File: config.mk
export PLATFORM = sky130hd
export DESIGN_NAME = rtc_control
export DESIGN_NICKNAME = d
export VERILOG_FILES = /design/src/hw/rtc_pkg.sv /design/src/hw/bcd_field.sv /design/src/hw/rtc_control.sv /design/src/hw/tick_prescaler.sv
export SDC_FILE = /design/constraint.sdc
export NUM_CORES = 1
export LEC_CHECK = 0
export BUFFER_PORTS_ARGS = -buffer_cell sky130_fd_sc_hd__buf_2
export CORE_ASPECT_RATIO = 1.75
export CORE_MARGIN = 1.5
export CORE_UTILIZATION = 35
export CTS_BUF_LIST = sky130_fd_sc_hd__clkbuf_2 sky130_fd_sc_hd__clkbuf_4 sky130_fd_sc_hd__clkbuf_8
export CTS_CLUSTER_SIZE = 14
export DETAILED_ROUTE_END_ITERATION = 7
export HOLD_SLACK_MARGIN = 0.05
export PLACE_DENSITY = 0.53
export SLEW_MARGIN = 15
export SYNTH_ARGS = -nofsm -noshare
export SYNTH_HDL_FRONTEND = slang
export SYNTH_SLANG_ARGS = --single-unit
File: constraint.sdc
create_clock -name i_clk -period 5.15 [get_ports i_clk]
set_input_delay 1.03 -clock i_clk [delete_from_list [all_inputs] [get_ports i_clk]]
set_output_delay 1.03 -clock i_clk [all_outputs]
set_load 0.05 [all_outputs]
File: src/hw/rtc_pkg.sv
`default_nettype none
package rtc_pkg;

  // ********************************************************
  // Register map, one aligned 32-bit word per register
  // ********************************************************
  localparam logic [11:0] OFS_CONFIG = 12'h000;
  localparam logic [11:0] OFS_TRIM = 12'h004;
  localparam logic [11:0] OFS_PIN = 12'h008;
  localparam logic [11:0] OFS_ALM_CFG = 12'h00C;
  localparam logic [11:0] OFS_RPT = 12'h010;
  localparam logic [11:0] OFS_TW_HI = 12'h014;
  localparam logic [11:0] OFS_TW_LO = 12'h018;
  localparam logic [11:0] OFS_AW_HI = 12'h01C;
  localparam logic [11:0] OFS_AW_LO = 12'h020;

  localparam int CFG_ON = 7;
  localparam int CFG_UNLOCK = 5;
  localparam int CFG_ROLL = 4;
  localparam int CFG_HALF = 3;
  localparam int CFG_OE = 2;
  localparam int ALM_EN = 7;
  localparam int ALM_CHIME = 6;
  localparam logic [7:0] REG_RESET = 8'h00;

  // ********************************************************
  // Prescaler counts in timekeeping clock pulses
  // ********************************************************
  localparam logic [14:0] PRE_LAST = 15'h7FFF;
  localparam logic [14:0] PRE_HALF_LAST = 15'h3FFF;
  localparam logic [14:0] PRE_WARN = 15'h7FE0;

  localparam logic [1:0] SEL_ALARM = 2'h0;
  localparam logic [1:0] SEL_SECONDS = 2'h1;
  localparam logic [1:0] SEL_SOURCE = 2'h2;

  localparam logic [3:0] IVL_HALF = 4'h0;
  localparam logic [3:0] IVL_SEC = 4'h1;
  localparam logic [3:0] IVL_10SEC = 4'h2;
  localparam logic [3:0] IVL_MIN = 4'h3;
  localparam logic [3:0] IVL_10MIN = 4'h4;
  localparam logic [3:0] IVL_HOUR = 4'h5;
  localparam logic [3:0] IVL_DAY = 4'h6;
  localparam logic [3:0] IVL_WEEK = 4'h7;
  localparam logic [3:0] IVL_MONTH = 4'h8;
  localparam logic [3:0] IVL_YEAR = 4'h9;

  // ********************************************************
  // Calendar fields, BCD
  // ********************************************************
  localparam logic [2:0] F_SEC = 3'h0;
  localparam logic [2:0] F_MIN = 3'h1;
  localparam logic [2:0] F_HOUR = 3'h2;
  localparam logic [2:0] F_DAY = 3'h3;
  localparam logic [2:0] F_MONTH = 3'h4;
  localparam logic [2:0] F_YEAR = 3'h5;
  localparam logic [2:0] F_WDAY = 3'h6;
  localparam logic [2:0] F_NONE = 3'h7;
  localparam logic [7:0] FIELD_MIN [6] =
    '{8'h00, 8'h00, 8'h00, 8'h01, 8'h01, 8'h00};
  localparam logic [7:0] FIELD_MAX [6] =
    '{8'h59, 8'h59, 8'h23, 8'h31, 8'h12, 8'h99};
  localparam logic [7:0] FIELD_MASK [7] =
    '{8'h7F, 8'h7F, 8'h3F, 8'h3F, 8'h1F, 8'hFF, 8'h07};
  localparam logic [2:0] WDAY_MAX = 3'h6;
  localparam logic [7:0] DAYS_28 = 8'h28;
  localparam logic [7:0] DAYS_29 = 8'h29;
  localparam logic [7:0] DAYS_30 = 8'h30;
  localparam logic [7:0] DAYS_31 = 8'h31;

  typedef struct packed {
    logic psel;
    logic penable;
    logic pwrite;
    logic [11:0] paddr;
    logic [31:0] pwdata;
  } apb_req_s;

  typedef struct packed {
    logic pready;
    logic [31:0] prdata;
    logic pslverr;
  } apb_rsp_s;

endpackage
`default_nettype wire

File: src/hw/bcd_field.sv
`timescale 1ns/100ps
`default_nettype none
module bcd_field #(
  parameter logic [7:0] RESET_VAL = 8'h00
) (
  input wire logic i_clk,
  input wire logic i_reset,
  input wire logic i_ce,
  input wire logic i_inc,
  input wire logic i_load,
  input wire logic [7:0] i_load_val,
  input wire logic [7:0] i_min,
  input wire logic [7:0] i_max,
  output logic [7:0] o_value,
  output logic o_at_max
);
  logic [7:0] value_q;

  assign o_value = value_q;
  // A day left above a shorter month's end still wraps.
  assign o_at_max = (value_q >= i_max);

  always_ff @(posedge i_clk) begin
    if (i_reset) begin
      value_q <= RESET_VAL;
    end else if (i_ce) begin
      if (i_load) begin
        value_q <= i_load_val;
      end else if (i_inc) begin
        if (o_at_max) begin
          value_q <= i_min;
        end else if (value_q[3:0] == 4'h9) begin
          value_q <= {value_q[7:4] + 4'h1, 4'h0};
        end else begin
          value_q <= {value_q[7:4], value_q[3:0] + 4'h1};
        end
      end
    end
  end
endmodule // bcd_field
`default_nettype wire

File: src/hw/rtc_control.sv
`timescale 1ns/100ps
`default_nettype none
// Notes on behaviour
// Module-on bit 1 runs timekeeping, 0 stops it.
// Module-on writes are dropped unless the write unlock is already 1.
// Time window writes only take effect while write unlock is 1.
// Rollover flag warns of ripple; software reads twice and compares.
// Half-second flag reads 1 in the second half of each second.
// Writing seconds clears the half-second flag.
// Pin drives the selection only while pin output enable is 1.
// Time pointer decrements on each high window access, stops at 0.
// Time pointer picks minute/weekday/month high, sec/hour/day/year low.
// Only power-on reset clears configuration; time keeps running.
// Signed trim, four source pulses per step per minute.
// Select 0 alarm pulse, 1 seconds clock, 2 source clock.
// Alarm enable self-clears when counter is 0 and no endless repeat.
// Repeat counter decrements on every alarm event, except at 00h without endless repeat.
// Counter gives the number of further alarms after this one.
// Counter wraps 00h to FFh only with endless repeat set.
// Interval codes 0 to 9 pick half second up to yearly.
// Yearly alarm on February 29 fires only in leap years.
// Alarm pointer decrements on each high window access, stops at 0.
// Alarm pointer picks minute/weekday/month high, sec/hour/day low.
// Calendar years 2000 to 2099, 24-hour, leap years handled.
// Seconds and minutes hold BCD tens 0 to 5 and ones 0 to 9.
// Alarm fires one pulse when unmasked fields match the time.
// Trim is applied at each minute boundary in the prescaler.
module rtc_control
  import rtc_pkg::*;
(
  input wire logic i_clk,
  input wire logic i_reset,
  input wire logic i_sys_reset,
  input wire logic i_ce,
  input wire logic i_tk_clk,
  input wire rtc_pkg::apb_req_s i_apb,
  output rtc_pkg::apb_rsp_s o_apb,
  output logic o_rtc_pin,
  output logic o_rtc_pin_oe_n
);
  import rtc_pkg::*;

  // ********************************************************
  // Source clock sampling
  // ********************************************************
  logic tk_s1_q;
  logic tk_s2_q;
  logic tk_s3_q;
  logic tick;

  always_ff @(posedge i_clk) begin
    if (i_reset) begin
      tk_s1_q <= 1'b0;
      tk_s2_q <= 1'b0;
      tk_s3_q <= 1'b0;
    end else if (i_ce) begin
      tk_s1_q <= i_tk_clk;
      tk_s2_q <= tk_s1_q;
      tk_s3_q <= tk_s2_q;
    end
  end

  assign tick = tk_s2_q & ~tk_s3_q;

  // ********************************************************
  // Bus decode
  // ********************************************************
  logic pready_q;
  logic [31:0] prdata_q;
  logic pslverr_q;
  logic fire;
  logic wr;
  logic [11:0] addr;
  logic [7:0] wdata;

  assign addr = i_apb.paddr;
  assign wdata = i_apb.pwdata[7:0];
  assign fire = i_apb.psel & i_apb.penable & pready_q;
  assign wr = fire & i_apb.pwrite;

  // Window slot for a pointer value; alarms have no year.
  function automatic logic [2:0] slot(
    input logic hi,
    input logic [1:0] ptr,
    input logic alarm
  );
    logic [2:0] s;
    s = F_NONE;
    case (ptr)
      2'h0: s = hi ? F_MIN : F_SEC;
      2'h1: s = hi ? F_WDAY : F_HOUR;
      2'h2: s = hi ? F_MONTH : F_DAY;
      default: s = (hi || alarm) ? F_NONE : F_YEAR;
    endcase
    return s;
  endfunction

  // ********************************************************
  // Configuration registers
  // ********************************************************
  logic on_q;
  logic unlock_q;
  logic oe_q;
  logic [1:0] tptr_q;
  logic [7:0] trim_q;
  logic [1:0] sel_q;

  // Only the power-on reset reaches these flops.
  always_ff @(posedge i_clk) begin
    if (i_reset) begin
      on_q <= 1'b0;
      unlock_q <= 1'b0;
      oe_q <= 1'b0;
      tptr_q <= 2'h0;
    end else if (i_ce) begin
      if (wr && addr == OFS_CONFIG) begin
        unlock_q <= wdata[CFG_UNLOCK];
        oe_q <= wdata[CFG_OE];
        tptr_q <= wdata[1:0];
        if (unlock_q) begin
          on_q <= wdata[CFG_ON];
        end
      end else if (fire && addr == OFS_TW_HI && tptr_q != 2'h0) begin
        tptr_q <= tptr_q - 2'h1;
      end
    end
  end

  always_ff @(posedge i_clk) begin
    if (i_reset) begin
      trim_q <= REG_RESET;
      sel_q <= 2'h0;
    end else if (i_ce) begin
      if (wr && addr == OFS_TRIM) begin
        trim_q <= wdata;
      end
      if (wr && addr == OFS_PIN) begin
        sel_q <= wdata[2:1];
      end
    end
  end

  // ********************************************************
  // Timekeeping
  // ********************************************************
  logic sec_tick;
  logic half_tick;
  logic half_flag;
  logic near_roll;
  logic [2:0] tw_slot;
  logic t_load;
  logic [7:0] fval [6];
  logic [5:0] at_max;
  logic [6:0] carry;
  logic [7:0] day_max;
  logic leap;
  logic [2:0] wday_q;

  assign tw_slot = slot(addr == OFS_TW_HI, tptr_q, 1'b0);
  assign t_load = wr && unlock_q
    && (addr == OFS_TW_HI || addr == OFS_TW_LO);

  tick_prescaler u_pre (
    .i_clk(i_clk),
    .i_reset(i_reset),
    .i_ce(i_ce),
    .i_tick(tick),
    .i_run(on_q),
    .i_clear(t_load && tw_slot == F_SEC),
    .i_sec_at_max(at_max[F_SEC]),
    .i_trim(trim_q),
    .o_sec(sec_tick),
    .o_half(half_tick),
    .o_half_flag(half_flag),
    .o_near_roll(near_roll)
  );

  // Years 00..99 stand for 2000..2099, every fourth one is leap.
  assign leap = fval[F_YEAR][4]
    ? (fval[F_YEAR][3:0] == 4'h2 || fval[F_YEAR][3:0] == 4'h6)
    : (fval[F_YEAR][3:0] == 4'h0 || fval[F_YEAR][3:0] == 4'h4
       || fval[F_YEAR][3:0] == 4'h8);

  always_comb begin
    case (fval[F_MONTH])
      8'h02: day_max = leap ? DAYS_29 : DAYS_28;
      8'h04, 8'h06, 8'h09, 8'h11: day_max = DAYS_30;
      default: day_max = DAYS_31;
    endcase
  end

  assign carry[0] = sec_tick;

  for (genvar i = 0; i < 6; i++) begin : g_field
    assign carry[i + 1] = carry[i] & at_max[i];
    // Seconds and minutes count 00..59 in BCD.
    bcd_field #(
      .RESET_VAL(FIELD_MIN[i])
    ) u_field (
      .i_clk(i_clk),
      .i_reset(i_reset),
      .i_ce(i_ce),
      .i_inc(carry[i]),
      .i_load(t_load && tw_slot == 3'(i)),
      .i_load_val(wdata & FIELD_MASK[i]),
      .i_min(FIELD_MIN[i]),
      .i_max((3'(i) == F_DAY) ? day_max : FIELD_MAX[i]),
      .o_value(fval[i]),
      .o_at_max(at_max[i])
    );
  end

  always_ff @(posedge i_clk) begin
    if (i_reset) begin
      wday_q <= 3'h0;
    end else if (i_ce) begin
      if (t_load && tw_slot == F_WDAY) begin
        wday_q <= wdata[2:0];
      end else if (carry[F_DAY]) begin
        wday_q <= (wday_q >= WDAY_MAX) ? 3'h0 : wday_q + 3'h1;
      end
    end
  end

  // ********************************************************
  // Alarm
  // ********************************************************
  logic alm_en_q;
  logic chime_q;
  logic [3:0] ivl_q;
  logic [1:0] aptr_q;
  logic [7:0] rpt_q;
  logic [7:0] alm_q [7];
  logic [2:0] aw_slot;
  logic chk_sec_q;
  logic chk_half_q;
  logic match;
  logic alarm_ev;
  logic alm_pin_q;
  logic eq_s;
  logic eq_m;
  logic eq_h;

  assign aw_slot = slot(addr == OFS_AW_HI, aptr_q, 1'b1);
  assign eq_s = fval[F_SEC] == alm_q[F_SEC];
  assign eq_m = fval[F_MIN] == alm_q[F_MIN];
  assign eq_h = fval[F_HOUR] == alm_q[F_HOUR];

  // Compare one cycle after a tick, once the fields have moved.
  always_ff @(posedge i_clk) begin
    if (i_reset) begin
      chk_sec_q <= 1'b0;
      chk_half_q <= 1'b0;
    end else if (i_ce) begin
      chk_sec_q <= sec_tick;
      chk_half_q <= half_tick;
    end
  end

  always_comb begin
    case (ivl_q)
      IVL_HALF: match = chk_half_q | chk_sec_q;
      IVL_SEC: match = chk_sec_q;
      IVL_10SEC: match = chk_sec_q
        && fval[F_SEC][3:0] == alm_q[F_SEC][3:0];
      IVL_MIN: match = chk_sec_q && eq_s;
      IVL_10MIN: match = chk_sec_q && eq_s
        && fval[F_MIN][3:0] == alm_q[F_MIN][3:0];
      IVL_HOUR: match = chk_sec_q && eq_s && eq_m;
      IVL_DAY: match = chk_sec_q && eq_s && eq_m && eq_h;
      IVL_WEEK: match = chk_sec_q && eq_s && eq_m && eq_h
        && {5'h00, wday_q} == alm_q[F_WDAY];
      IVL_MONTH: match = chk_sec_q && eq_s && eq_m && eq_h
        && fval[F_DAY] == alm_q[F_DAY];
      // Feb 29 exists only in leap years, so it fires every fourth.
      IVL_YEAR: match = chk_sec_q && eq_s && eq_m && eq_h
        && fval[F_DAY] == alm_q[F_DAY]
        && fval[F_MONTH] == alm_q[F_MONTH];
      default: match = 1'b0;
    endcase
  end

  assign alarm_ev = alm_en_q & match;

  // A software write in the same cycle as an event wins.
  always_ff @(posedge i_clk) begin
    if (i_reset) begin
      alm_en_q <= 1'b0;
      chime_q <= 1'b0;
      ivl_q <= 4'h0;
      aptr_q <= 2'h0;
      rpt_q <= REG_RESET;
    end else if (i_ce) begin
      if (alarm_ev && rpt_q != 8'h00) begin
        rpt_q <= rpt_q - 8'h01;
      end else if (alarm_ev && chime_q) begin
        rpt_q <= 8'hFF;
      end else if (alarm_ev) begin
        alm_en_q <= 1'b0;
      end
      if (wr && addr == OFS_ALM_CFG) begin
        alm_en_q <= wdata[ALM_EN];
        chime_q <= wdata[ALM_CHIME];
        ivl_q <= wdata[5:2];
        aptr_q <= wdata[1:0];
      end else if (fire && addr == OFS_AW_HI && aptr_q != 2'h0) begin
        aptr_q <= aptr_q - 2'h1;
      end
      if (wr && addr == OFS_RPT) begin
        rpt_q <= wdata;
      end
    end
  end

  always_ff @(posedge i_clk) begin
    if (i_reset) begin
      for (int k = 0; k < 7; k++) begin
        alm_q[k] <= REG_RESET;
      end
    end else if (i_ce) begin
      if (wr && unlock_q && aw_slot != F_NONE
          && (addr == OFS_AW_HI || addr == OFS_AW_LO)) begin
        alm_q[aw_slot] <= wdata & FIELD_MASK[aw_slot];
      end
    end
  end

  // The alarm pulse lasts until the next half-second boundary.
  always_ff @(posedge i_clk) begin
    if (i_reset) begin
      alm_pin_q <= 1'b0;
    end else if (i_ce) begin
      if (alarm_ev) begin
        alm_pin_q <= 1'b1;
      end else if (half_tick || sec_tick) begin
        alm_pin_q <= 1'b0;
      end
    end
  end

  // ********************************************************
  // Pin output
  // ********************************************************
  logic pin_q;
  logic pin_oe_n_q;

  always_ff @(posedge i_clk) begin
    if (i_reset) begin
      pin_q <= 1'b0;
      pin_oe_n_q <= 1'b1;
    end else if (i_ce) begin
      pin_oe_n_q <= ~oe_q;
      case (sel_q)
        SEL_ALARM: pin_q <= oe_q & alm_pin_q;
        SEL_SECONDS: pin_q <= oe_q & ~half_flag;
        SEL_SOURCE: pin_q <= oe_q & tk_s2_q;
        default: pin_q <= 1'b0;
      endcase
    end
  end

  // ********************************************************
  // Read path and bus answer
  // ********************************************************
  logic [7:0] rd_val;
  logic hit;
  logic [2:0] rs;

  function automatic logic [7:0] time_at(input logic [2:0] s);
    return (s == F_NONE) ? 8'h00 :
      (s == F_WDAY) ? {5'h00, wday_q} : fval[s];
  endfunction

  always_comb begin
    hit = 1'b1;
    rs = F_NONE;
    rd_val = 8'h00;
    case (addr)
      OFS_CONFIG: rd_val = {on_q, 1'b0, unlock_q,
        near_roll | chk_sec_q, half_flag, oe_q, tptr_q};
      OFS_TRIM: rd_val = trim_q;
      OFS_PIN: rd_val = {5'h00, sel_q, 1'b0};
      OFS_ALM_CFG: rd_val = {alm_en_q, chime_q, ivl_q, aptr_q};
      OFS_RPT: rd_val = rpt_q;
      OFS_TW_HI, OFS_TW_LO: rd_val = time_at(tw_slot);
      OFS_AW_HI, OFS_AW_LO: begin
        rs = aw_slot;
        rd_val = (rs == F_NONE) ? 8'h00 : alm_q[rs];
      end
      default: hit = 1'b0;
    endcase
  end

  // Other resets only drop a bus answer in flight.
  always_ff @(posedge i_clk) begin
    if (i_reset || i_sys_reset) begin
      pready_q <= 1'b0;
      prdata_q <= 32'h0000_0000;
      pslverr_q <= 1'b0;
    end else if (i_ce) begin
      pready_q <= i_apb.psel & i_apb.penable & ~pready_q;
      if (i_apb.psel && i_apb.penable && !pready_q) begin
        prdata_q <= i_apb.pwrite ? 32'h0000_0000 : {24'h000000, rd_val};
        pslverr_q <= ~hit;
      end
    end
  end

  assign o_apb.pready = pready_q;
  assign o_apb.prdata = prdata_q;
  assign o_apb.pslverr = pslverr_q;
  assign o_rtc_pin = pin_q;
  assign o_rtc_pin_oe_n = pin_oe_n_q;

endmodule // rtc_control
`default_nettype wire

File: src/hw/tick_prescaler.sv
`timescale 1ns/100ps
`default_nettype none
module tick_prescaler
  import rtc_pkg::*;
(
  input wire logic i_clk,
  input wire logic i_reset,
  input wire logic i_ce,
  input wire logic i_tick,
  input wire logic i_run,
  input wire logic i_clear,
  input wire logic i_sec_at_max,
  input wire logic [7:0] i_trim,
  output logic o_sec,
  output logic o_half,
  output logic o_half_flag,
  output logic o_near_roll
);
  logic [14:0] cnt_q;
  logic [9:0] debt_q;
  logic step;
  logic [7:0] neg_trim;

  assign step = i_tick & i_run & (debt_q == 10'h000);
  assign o_sec = step & (cnt_q == PRE_LAST);
  assign o_half = step & (cnt_q == PRE_HALF_LAST);
  assign o_half_flag = cnt_q[14];
  assign o_near_roll = (cnt_q >= PRE_WARN);
  assign neg_trim = 8'h00 - i_trim;

  always_ff @(posedge i_clk) begin
    if (i_reset || (i_ce && i_clear)) begin
      cnt_q <= 15'h0000;
      debt_q <= 10'h000;
    end else if (i_ce && i_tick && i_run) begin
      if (debt_q != 10'h000) begin
        debt_q <= debt_q - 10'h001;
      end else if (cnt_q == PRE_LAST) begin
        cnt_q <= 15'h0000;
        // Trim is settled once per minute, at its first second.
        if (i_sec_at_max && !i_trim[7]) begin
          cnt_q <= {6'h00, i_trim[6:0], 2'h0};
        end else if (i_sec_at_max) begin
          debt_q <= {neg_trim, 2'h0};
        end
      end else begin
        cnt_q <= cnt_q + 15'h0001;
      end
    end
  end
endmodule // tick_prescaler
`default_nettype wire
## Word-level counts from Yosys, hierarchy flattened

Memories as Yosys holds them, arrays and structs flattened.
Cells that the tools add are included.
Widths: inputs -> output; s select.

- Word-level logic and storage cells: 346
- ROM bits: 64
- Flip-flop bits (word level): 149
- Memories kept: 2
- Input port bits: 52
- Memory bits (writable): 56

- Bitwise operators: 29
- $add $sub $neg: 19
- Magnitude comparators: 10
- Reduce and logical (&&, ||, !) cells: 109
- Equality and inequality tests: 60
- Mux-type cells: 80

Memories:

| memory | words | width | read ports | clocked after Yosys merged registers in | write ports | RTL line | source |
|---|---|---|---|---|---|---|---|
| (name not given) | 8 | 8 | 1 | 0 | 0 | rtc_control.sv:323 | `alm_q[aw_slot] <= wdata & FIELD_MASK[aw_slot];` |
| alm_q | 7 | 8 | 7 | 0 | 7 | rtc_control.sv:233 | `logic [7:0] alm_q [7];` |

Operators with widths:

| kind | count |
|---|---|
| $mux 8 | 36 |
| $pmux 8 s7 | 1 |
| $add 4x1->4 const B | 12 |
| $eq 12x5->1 const B | 4 |
| $eq 8x8->1 | 5 |
| $mux 10 | 4 |
| $eq 4x4->1 const B | 9 |
| $logic_and 1x1->1 | 36 |
| $reduce_and 2->1 | 17 |
| $reduce_bool 2->1 | 15 |
| $bmux 8 s3 | 1 |
| $eq 12x4->1 const B | 2 |
| $eq 4x3->1 const B | 6 |
| $mux 3 | 8 |
| $reduce_and 3->1 | 7 |
| $reduce_bool 3->1 | 7 |
| $and 1x1->1 | 18 |
| $mux 1 | 18 |
| $pmux 3 s3 | 2 |
| $eq 8x3->1 const B | 2 |
| $ge 8x7->1 const B | 2 |
| $add 15x1->15 const B | 1 |
| $eq 15x14->1 const B | 1 |
| $eq 15x15->1 const B | 1 |
| other kinds (52) | 92 |

## Longest topological paths before layout

Gate-level depths: netlist (run 1).
An unclocked memory read counts as a cell.

- Depth in word-level cells: 13
- Gate-level depth with buffers: 17
- Gate-level depth less buffers: 15

## Modules after synthesis

A second synthesis (run 1) with hierarchy kept.

- Cells, all modules: 1,576
- Area total of the unflattened synthesis: 13,728.2 sq um

By module, submodules not included:

| module | instances | cells each | area each (sq um) |
|---|---|---|---|
| rtc_control | 1 | 810 | 7,384.6 |
| bcd_field (g_field[0].u_field ...) | 4 | 94 | 782.0 |
| tick_prescaler | 1 | 202 | 1,641.6 |
| bcd_field (g_field[3].u_field ...) | 2 | 94 | 787.0 |

## Worst setup path before layout (run 1)

OpenSTA, ideal clock, no wires.

- Kind: input to register
- Start: in i_apb[41] (netlist name)
- End: mem alm_q[5][0], enable pin
- Data required time: 4,752 ps
- Setup time: 398 ps
- Path slack: 1,248 ps
- Path buffers: 1
- Stages: 6
- Data arrival time: 3,504 ps
- Cell sequence: nor4_1 -> nand2_1 -> nor2_1 -> nor2_1 -> clkbuf_1 -> o41ai_1

RTL lines:

| element | RTL line | source |
|---|---|---|
| from (decl) | rtc_control.sv:36 | `input wire rtc_pkg::apb_req_s i_apb,` |
| to (decl) | rtc_control.sv:233 |  |

## Worst setup path in the final report (run 1)

- Start: reg g_field[4].u_field.value_q[4]
- End: reg g_field[3].u_field.value_q[5]

- Word-level cells in the longest chain between the ends: 7

RTL lines:

| element | RTL line | source |
|---|---|---|
| from (decl) | bcd_field.sv:17 | `logic [7:0] value_q;` |
| from (signal assigned) | bcd_field.sv:28 | `value_q <= i_load_val;` |
| from (signal assigned) | bcd_field.sv:31 | `value_q <= i_min;` |
| from (signal assigned) | bcd_field.sv:33 | `value_q <= {value_q[7:4] + 4'h1, 4'h0};` |
| $eq 8x3->1, or another cell as far along | rtc_control.sv:185 | `case (fval[F_MONTH])` |
| $reduce_or 4->1 | rtc_control.sv:185 |  |
| $pmux 5 s2 * | rtc_control.sv:185 |  |
| $ge 8x6->1 * | bcd_field.sv:21 | `assign o_at_max = (value_q >= i_max);` |
| $mux 8 | bcd_field.sv:30 | `if (o_at_max) begin` |
| $mux 8 | bcd_field.sv:29 | `end else if (i_inc) begin` |
| $mux 8 | bcd_field.sv:27 | `if (i_load) begin` |
| to (signal assigned) | bcd_field.sv:28 |  |
| to (signal assigned) | bcd_field.sv:31 |  |
| to (signal assigned) | bcd_field.sv:33 |  |
| to (decl) | bcd_field.sv:17 |  |

Every way passes the cells marked *; elsewhere a longest branch is shown, timed or not. The select of a mux whose other input is x is not followed.
A chain may end at the register's enable or synchronous reset.

==> flow_metrics.py, run 1 <==
metrics = {
    "critical_path": {
        "timing.critical_path.slowest_stage_cell": "or4b_2",
        "data_arrival_time_of_the_critical_path_ns": 4.24,
        "kind_of_launch_point_of_the_worst_setup_path": "flop",
        "cp_max_fo": 5,
        "critPathMostFrequentCell": "ha_1",
        "worst_setup_path_end_kind": "flop",
        "worst_path_largest_cell_delay_ns": 0.60,
        "worstPathRequired_ns": 5.52,
        "worst_setup_path_class": "flop to flop",
        "critical_path.cell_chain": "inv_1, ha_1, nor2b_1, a22oi_1, o21ai_0, a21oi_1, ha_1, or4b_2, a211oi_1, o21a_1, o41ai_1, or2_2, and2b_1, mux2i_1, nor2_1",
    },
    "floorplan": {
        "fp-row-count": 89,
        "chipWidth_um": 142.1,
        "boundaryPins": 88,
        "full_die_area_sq_um": 35030,
        "die_height_um": 246.5,
        "start_util_pct": 35.37,
        "core_area_sq_um": 33520,
    },
    "clocking": {
        "cts_repair_resize_count": 0,
        "cts.path.max_buffers": 2,
        "ctsRootBufferMaster": "clkbuf_8",
        "cts.htree.levels": 4,
        "clkLatencyLatePin_ns": 0.53,
        "cts_tree": "done",
        "post_cts.repair.setup_buffers": 0,
        "cts.hold.buffers_added": 0,
        "tritoncts_num_sinks": 189,
        "cts_inserted_buffers": 17,
        "clock_slew_at_reported_path_ffs_ns": 0.10,
    },
    "synthesis": {
        "synth-edff-count": 56,
        "postSynthRegisterBits": 189,
        "synth_async_sr_flop_share_pct": 0,
        "netlist_area_sq_um": 11860,
        "ys.warnings.count": 0,
        "synth.distinct_cells": 95,
        "synth_cells": 1421,
        "syn-mean-instance-area_sq_um": 8.343,
        "synth_ff_type": "dfxtp_1",
        "synth_sequential_area_ratio_pct": 36.64,
    },
    "global_route": {
        "grt_util_all_layers_pct": 25.73,
        "overall_overflow_remaining_after_global_route": 0,
        "gr-usage-met2_pct": 47.82,
        "first_global_vias": 10740,
        "grtUsageMet1_pct": 25.98,
        "grt_max_degree": 72,
        "number_of_antenna_violations_at_the_first_check_in_global_routing": 1,
        "wire_length_of_the_first_global_routing_pass_um": 66320,
        "gr-max-usage-layer": "met2",
        "grt_use_met3_pct": 3.265,
    },
    "status": {
        "run_status": "finished, final reports clean",
    },
    "run": {
        "drv.max_cap_violation_count": 0,
    },
    "timing": {
        "slew_at_the_pin_closest_to_its_max_slew_limit_ns": 1.056,
        "fin_crit_sh_pct": 75.13,
        "final.min_clock_period_ns": 3.869,
        "timing.setup.tns_ns": 0,
        "setup_viol": 0,
        "maximum_frequency_from_static_timing_analysis_mhz": 258.5,
        "max_slew_headroom_at_the_worst_pin_pct": 28.68,
        "rsz_0062_raised_after_global_routing": "false",
        "finalHoldWorstSlack_ns": 0.4828,
        "final.setup_skew_ns": 0.01686,
        "slew_violations": 0,
        "hold_violations": 0,
    },
    "placed_design": {
        "place_hpwl_um": 33450,
        "io_buffer_count": 39,
        "place.gp.congestion": 0.9841,
    },
    "pwr": {
        "static-leakage-power_nw": 4.523,
        "power_density_nw_per_um2": 219.1,
        "worst_case_vdd_ir_drop_mv": 0.1859,
    },
    "detailed_routing": {
        "postRouteWirelength_um": 43610,
        "detail_route.vias_per_cell": 5.750,
        "drc_errors": 0,
        "iteration_0_drc_count_of_the_detailed_router": 688,
        "detail-route-antenna-nets": 0,
        "avgRoutedWirePerCell_um": 22.82,
        "drtPass1Iterations": 5,
        "vias": 10990,
    },
    "finish": {
        "fillCellCount": 3480,
        "final_net_count": 1534,
        "area.growth.synth_to_final_pct": 8.961,
        "share_of_final_layout_standard_cells_stronger_than_drive_strength_1_pct": 10.10,
    },
    "hold_path": {
        "timing.hold.worst.class": "flop to flop",
    },
}
-- where the power goes --
group	switching [mW]	total, mW	leakage [nW]	internal, mW
logic	0.137	0.174	2.71	0.0365
registers	0.0241	1.57	1.59	1.55
clock network	0.583	1.08	0.219	0.501
-- synth_stat cells (27+ instances only) --
library cell	count	area share, %
clkbuf_1	60	1.9
a211oi_1	29	1.8
o21ai_0	64	2.7
ha_1	40	4.2
a21oi_1	84	3.5
edfxtp_1	56	14
dfxtp_1	133	22
mux2i_1	53	4.5
nor3_1	43	1.8
xnor2_1	51	3.8
nand2_1	136	4.3
nor2_1	176	5.6
nand3_1	47	2.0
buf_4	27	1.7
inv_1	53	1.7
-- critical path, delay by kind of cell, from the launching register on --
family                   cells  cell delay (ns)
AO/OA/AOI/OAI                6             1.18
adder cells (fa/ha/maj)      2             0.46
buffers and inverters        1             0.11
flip-flops                   1             0.45
multiplexers                 1             0.15
AND/OR/NAND/NOR              5             1.37
-- path summary, 6_finish.rpt --
path	startpoint	end	slack, ns	depth (start not counted)
max reg2reg	g_field[4].u_field.o_value[4]	g_field[3].u_field.o_value[5]	1.28	15
min	oe_q	oe_q	0.48	2
min reg2reg	oe_q	oe_q	0.48	2
max	g_field[4].u_field.o_value[4]	g_field[3].u_field.o_value[5]	1.28	15
-- per-stage QoR --
stage	util, %	instance area, sq um	setup WS [ns]	cells	total power, mW
3_5_place_dp	37.30	12500	0.9753	1878	1.780
4_1_cts	38.53	12910	1.314	1910	2.854
6_report	38.54	12920	1.281	1911	2.830
2_1_floorplan	-	11960	1.248	1450	1.715
5_1_grt	38.54	12920	0.9326	1911	2.913
3_3_place_gp	37.30	12500	1.041	1878	1.779
-- layout by cell type, fill, tap and decap left out, types with 7 or more instances in the layout --
cell type  count
and3_1        21
xnor2_1       51
or3_1         10
a21oi_1       84
xor2_1        11
a22oi_1       15
nor2_1       176
nor3b_1        9
nor4_1        18
or2_2         11
a2111oi_0      7
o211ai_1      12
a31oi_1       17
buf_2         38
nand4_1       20
clkbuf_8      18
o21ai_0       64
inv_1         53
nand2_1      136
a211oi_1      29
mux2i_1       53
a21o_1        10
o31ai_1       12
conb_1        30
ha_1          40
nand2b_1      14
edfxtp_1      56
and2_1        16
nand3_1       47
buf_4         37
a221oi_1      18
dfxtp_1      133
nor3_1        43
-- metal layers --
| metal | vias to the layer above | part of all wire [%] | wire length, um |
|---|---|---|---|
| met3 | 135 | 4.3 | 1854 |
| met2 | 391 | 53 | 23230 |
| met5 | - | 0 | 0 |
| met4 | 0 | 7.4 | 3239 |
| li1 | 5180 | - | - |
| met1 | 5282 | 35 | 15280 |
-- registers in the layout (all words and copies together) (netlist names), 2 cells and up --
register and cells:
prdata_q 8, tptr_q 2, rpt_q 8, u_pre.cnt_q 15, g_field.u_field.o_value 48, wday_q 3, ivl_q 4, trim_q 8
alm_q 64, aptr_q 2, u_pre.debt_q 10, sel_q 2
-- cell type report --
type                    instances  area (sq um)  area share (%)
inverters                      54         202.7           1.569
clock buffers                  19         255.2           1.976
diodes                          1         2.502         0.01937
well taps                     455         569.3           4.407
repair buffers                 75         467.9           3.623
flip-flops and latches        189          4344           33.63
clock inverters                13         158.9           1.230
multi-input cells            1105          6917           53.55
-- cell families (layout without fill, tap and decap cells) --
kind of cell	after synthesis	count (layout)	share of synthesized area [%]
buffers and inverters	156	161	5.931
flip-flops	189	189	36.64
AND/OR/NAND/NOR	574	574	24.24
adder cells (fa/ha/maj)	40	40	4.222
XOR/XNOR	62	62	4.580
AO/OA/AOI/OAI	344	344	19.68
other	1	31	0.03163
multiplexers	55	55	4.665
No activity file was read; power rests on OpenSTA's default activity.
==> run 2, diff against run 1 <==
- PLACE_DENSITY: 0.53 -> 0.55
- clock period: 5.15 -> 3.53 ns (I/O delays scaled with it)
==> run 2 against run 1 <==
  * Combinational power grew 51%
  * Global-route usage increased by 0.96 points
  * Wire length is 5.6% higher
  * Maximum frequency rose by 19%
  * Cell area is 5.6% higher
  * Non-clock buffer count is 92 higher
  * Total power up 44%
  * Flip-flop and latch count unchanged
  * Largest power group unchanged
==> flow_metrics.py, run 2 (synthesis results as in run 1) <==
metrics = {
    "placed_design": {
        "dp_cells": 1970,
        "place.gp.congestion": 0.9685,
        "dpl_cell_area_sq_um": 13200,
        "place_hpwl_um": 36070,
        "io_buffer_count": 39,
    },
    "global_route": {
        "overall_overflow_remaining_after_global_route": 0,
        "first_global_vias": 11130,
        "grt_max_degree": 74,
        "wire_length_of_the_first_global_routing_pass_um": 68030,
        "number_of_antenna_violations_at_the_first_check_in_global_routing": 1,
        "grt_util_all_layers_pct": 26.69,
    },
    "detailed_routing": {
        "avgRoutedWirePerCell_um": 22.99,
        "postRouteWirelength_um": 46040,
        "vias": 11420,
        "drc_errors": 0,
        "iteration_0_drc_count_of_the_detailed_router": 751,
        "drtPass1Iterations": 6,
        "detail-route-antenna-nets": 0,
        "detail_route.vias_per_cell": 5.699,
    },
    "critical_path": {
        "worst_path_largest_cell_delay_ns": 0.49,
        "critPathMostFrequentCell": "a21oi_1",
        "critical_path.cell_chain": "inv_1, ha_2, nor2b_4, buf_4, nand4_1, nor2_1, a21oi_1, ha_1, or4b_4, a211oi_2, o21a_1, o41ai_2, or2_4, nor3b_2, a21oi_1, o31ai_1",
        "path_delay_family": "simple AND/OR/NAND/NOR gates",
        "cp_max_fo": 5,
        "worst_setup_path_class": "flop to flop",
        "timing.critical_path.slowest_stage_cell": "or4b_4",
        "critical_path.n_buffers_inverters": 2,
        "kind_of_launch_point_of_the_worst_setup_path": "flop",
        "worst_setup_path_end_kind": "flop",
        "worstPathRequired_ns": 3.97,
        "data_arrival_time_of_the_critical_path_ns": 3.69,
    },
    "floorplan": {
        "start_util_pct": 35.37,
        "full_die_area_sq_um": 35030,
        "fp-row-count": 89,
        "core_area_sq_um": 33520,
        "chipWidth_um": 142.1,
        "die_height_um": 246.5,
        "boundaryPins": 88,
    },
    "timing": {
        "max_slew_headroom_at_the_worst_pin_pct": 36.19,
        "slew_violations": 0,
        "final.setup_skew_ns": 0.01594,
        "fin_crit_sh_pct": 92.26,
        "hold_violations": 0,
        "slew_at_the_pin_closest_to_its_max_slew_limit_ns": 0.9448,
        "timing.setup.tns_ns": 0,
        "maximum_frequency_from_static_timing_analysis_mhz": 307.1,
        "rsz_0062_raised_after_global_routing": "false",
        "finalHoldWorstSlack_ns": 0.4106,
        "setup_viol": 0,
        "final.min_clock_period_ns": 3.257,
    },
    "pwr": {
        "static-leakage-power_nw": 4.996,
        "worst_case_vdd_ir_drop_mv": 0.3127,
        "power_density_nw_per_um2": 298.7,
    },
    "finish": {
        "area.growth.synth_to_final_pct": 15.03,
        "layout.cells.most_common": "nor2_1",
        "final_instance_area_sq_um": 13640,
        "largest_register_ffs": 64,
        "layout.core_utilization_pct": 40.68,
        "share_of_final_layout_standard_cells_stronger_than_drive_strength_1_pct": 16.03,
        "final_net_count": 1626,
        "leading_cell_types_in_the_layout_fill_and_taps_excluded": "176 x nor2_1, 136 x nand2_1, 132 x dfxtp_1",
        "max_flop_register": "alm_q",
        "final-instance-count-excl-fill": 2003,
        "fillCellCount": 3438,
    },
    "hold_path": {
        "timing.hold.worst.class": "input pin to flop",
    },
    "clocking": {
        "tritoncts_num_sinks": 189,
        "clkLatencyLatePin_ns": 0.53,
        "ctsRootBufferMaster": "clkbuf_8",
        "cts_tree": "done",
        "cts.hold.buffers_added": 0,
        "cts.path.max_buffers": 2,
        "cts.htree.levels": 4,
        "post_cts.repair.setup_buffers": 0,
        "clock_slew_at_reported_path_ffs_ns": 0.11,
        "cts_inserted_buffers": 17,
    },
    "run": {
        "drv.max_cap_violation_count": 0,
    },
    "status": {
        "run_status": "finished, final reports clean",
    },
}
[run 2: worst min-delay path, delay by kind of cell]
| kind | cells | cell delay [ns] |
|---|---|---|
| mux | 1 | 0.05 |
| buf+inv | 1 | 0.08 |
| simple gates | 1 | 0.07 |
[run 2: area by class of cell]
| class | instances | area [sq um] | share of cell area, % |
|---|---|---|---|
| repair buffers | 167 | 1159 | 8.496 |
| multi-input cells | 1105 | 6969 | 51.11 |
| diodes | 1 | 2.502 | 0.01835 |
| well taps | 455 | 569.3 | 4.175 |
| inverters | 54 | 202.7 | 1.486 |
| clock inverters | 14 | 147.6 | 1.083 |
| clock buffers | 18 | 241.5 | 1.771 |
| flip-flops and latches | 189 | 4345 | 31.87 |
[run 2: stage by stage]
step / worst slack (ns) / total power [mW]
2_1_floorplan: 0.06289 / 2.503
3_3_place_gp: -0.1290 / 2.605
3_5_place_dp: -0.2157 / 2.608
4_1_cts: 0.006221 / 4.107
5_1_grt: 0.001449 / 4.201
6_report: 0.2732 / 4.074
[run 2: path summary, 6_finish.rpt]
kind                                       from                       endpoint  slack (ns)  cells past startpoint
hold reg to reg                            oe_q                           oe_q        0.49                      2
setup reg to reg  g_field[4].u_field.o_value[4]  g_field[3].u_field.o_value[2]        0.27                     16
setup / recovery  g_field[4].u_field.o_value[4]  g_field[3].u_field.o_value[2]        0.27                     16
hold / removal                         i_tk_clk                        tk_s1_q        0.41                      3
[run 2: metal layers]
metal / GRT usage [%] / up-vias / routed length [um]
met5: 0 / - / 0
met2: 48.16 / 446 / 23570
li1: - / 5360 / -
met3: 4.315 / 182 / 2289
met1: 25.76 / 5427 / 15620
met4: 24.11 / 0 / 4558
[run 2: what timing repair did]
item	4_1_cts	5_1_grt
pin swaps	0	6
gates resized for setup	2	10
setup endpoints to repair	7	19
[run 2: power breakdown]
part | switching, mW | internal, mW
logic | 0.204 | 0.0587
clock network | 0.915 | 0.595
registers | 0.0411 | 2.26
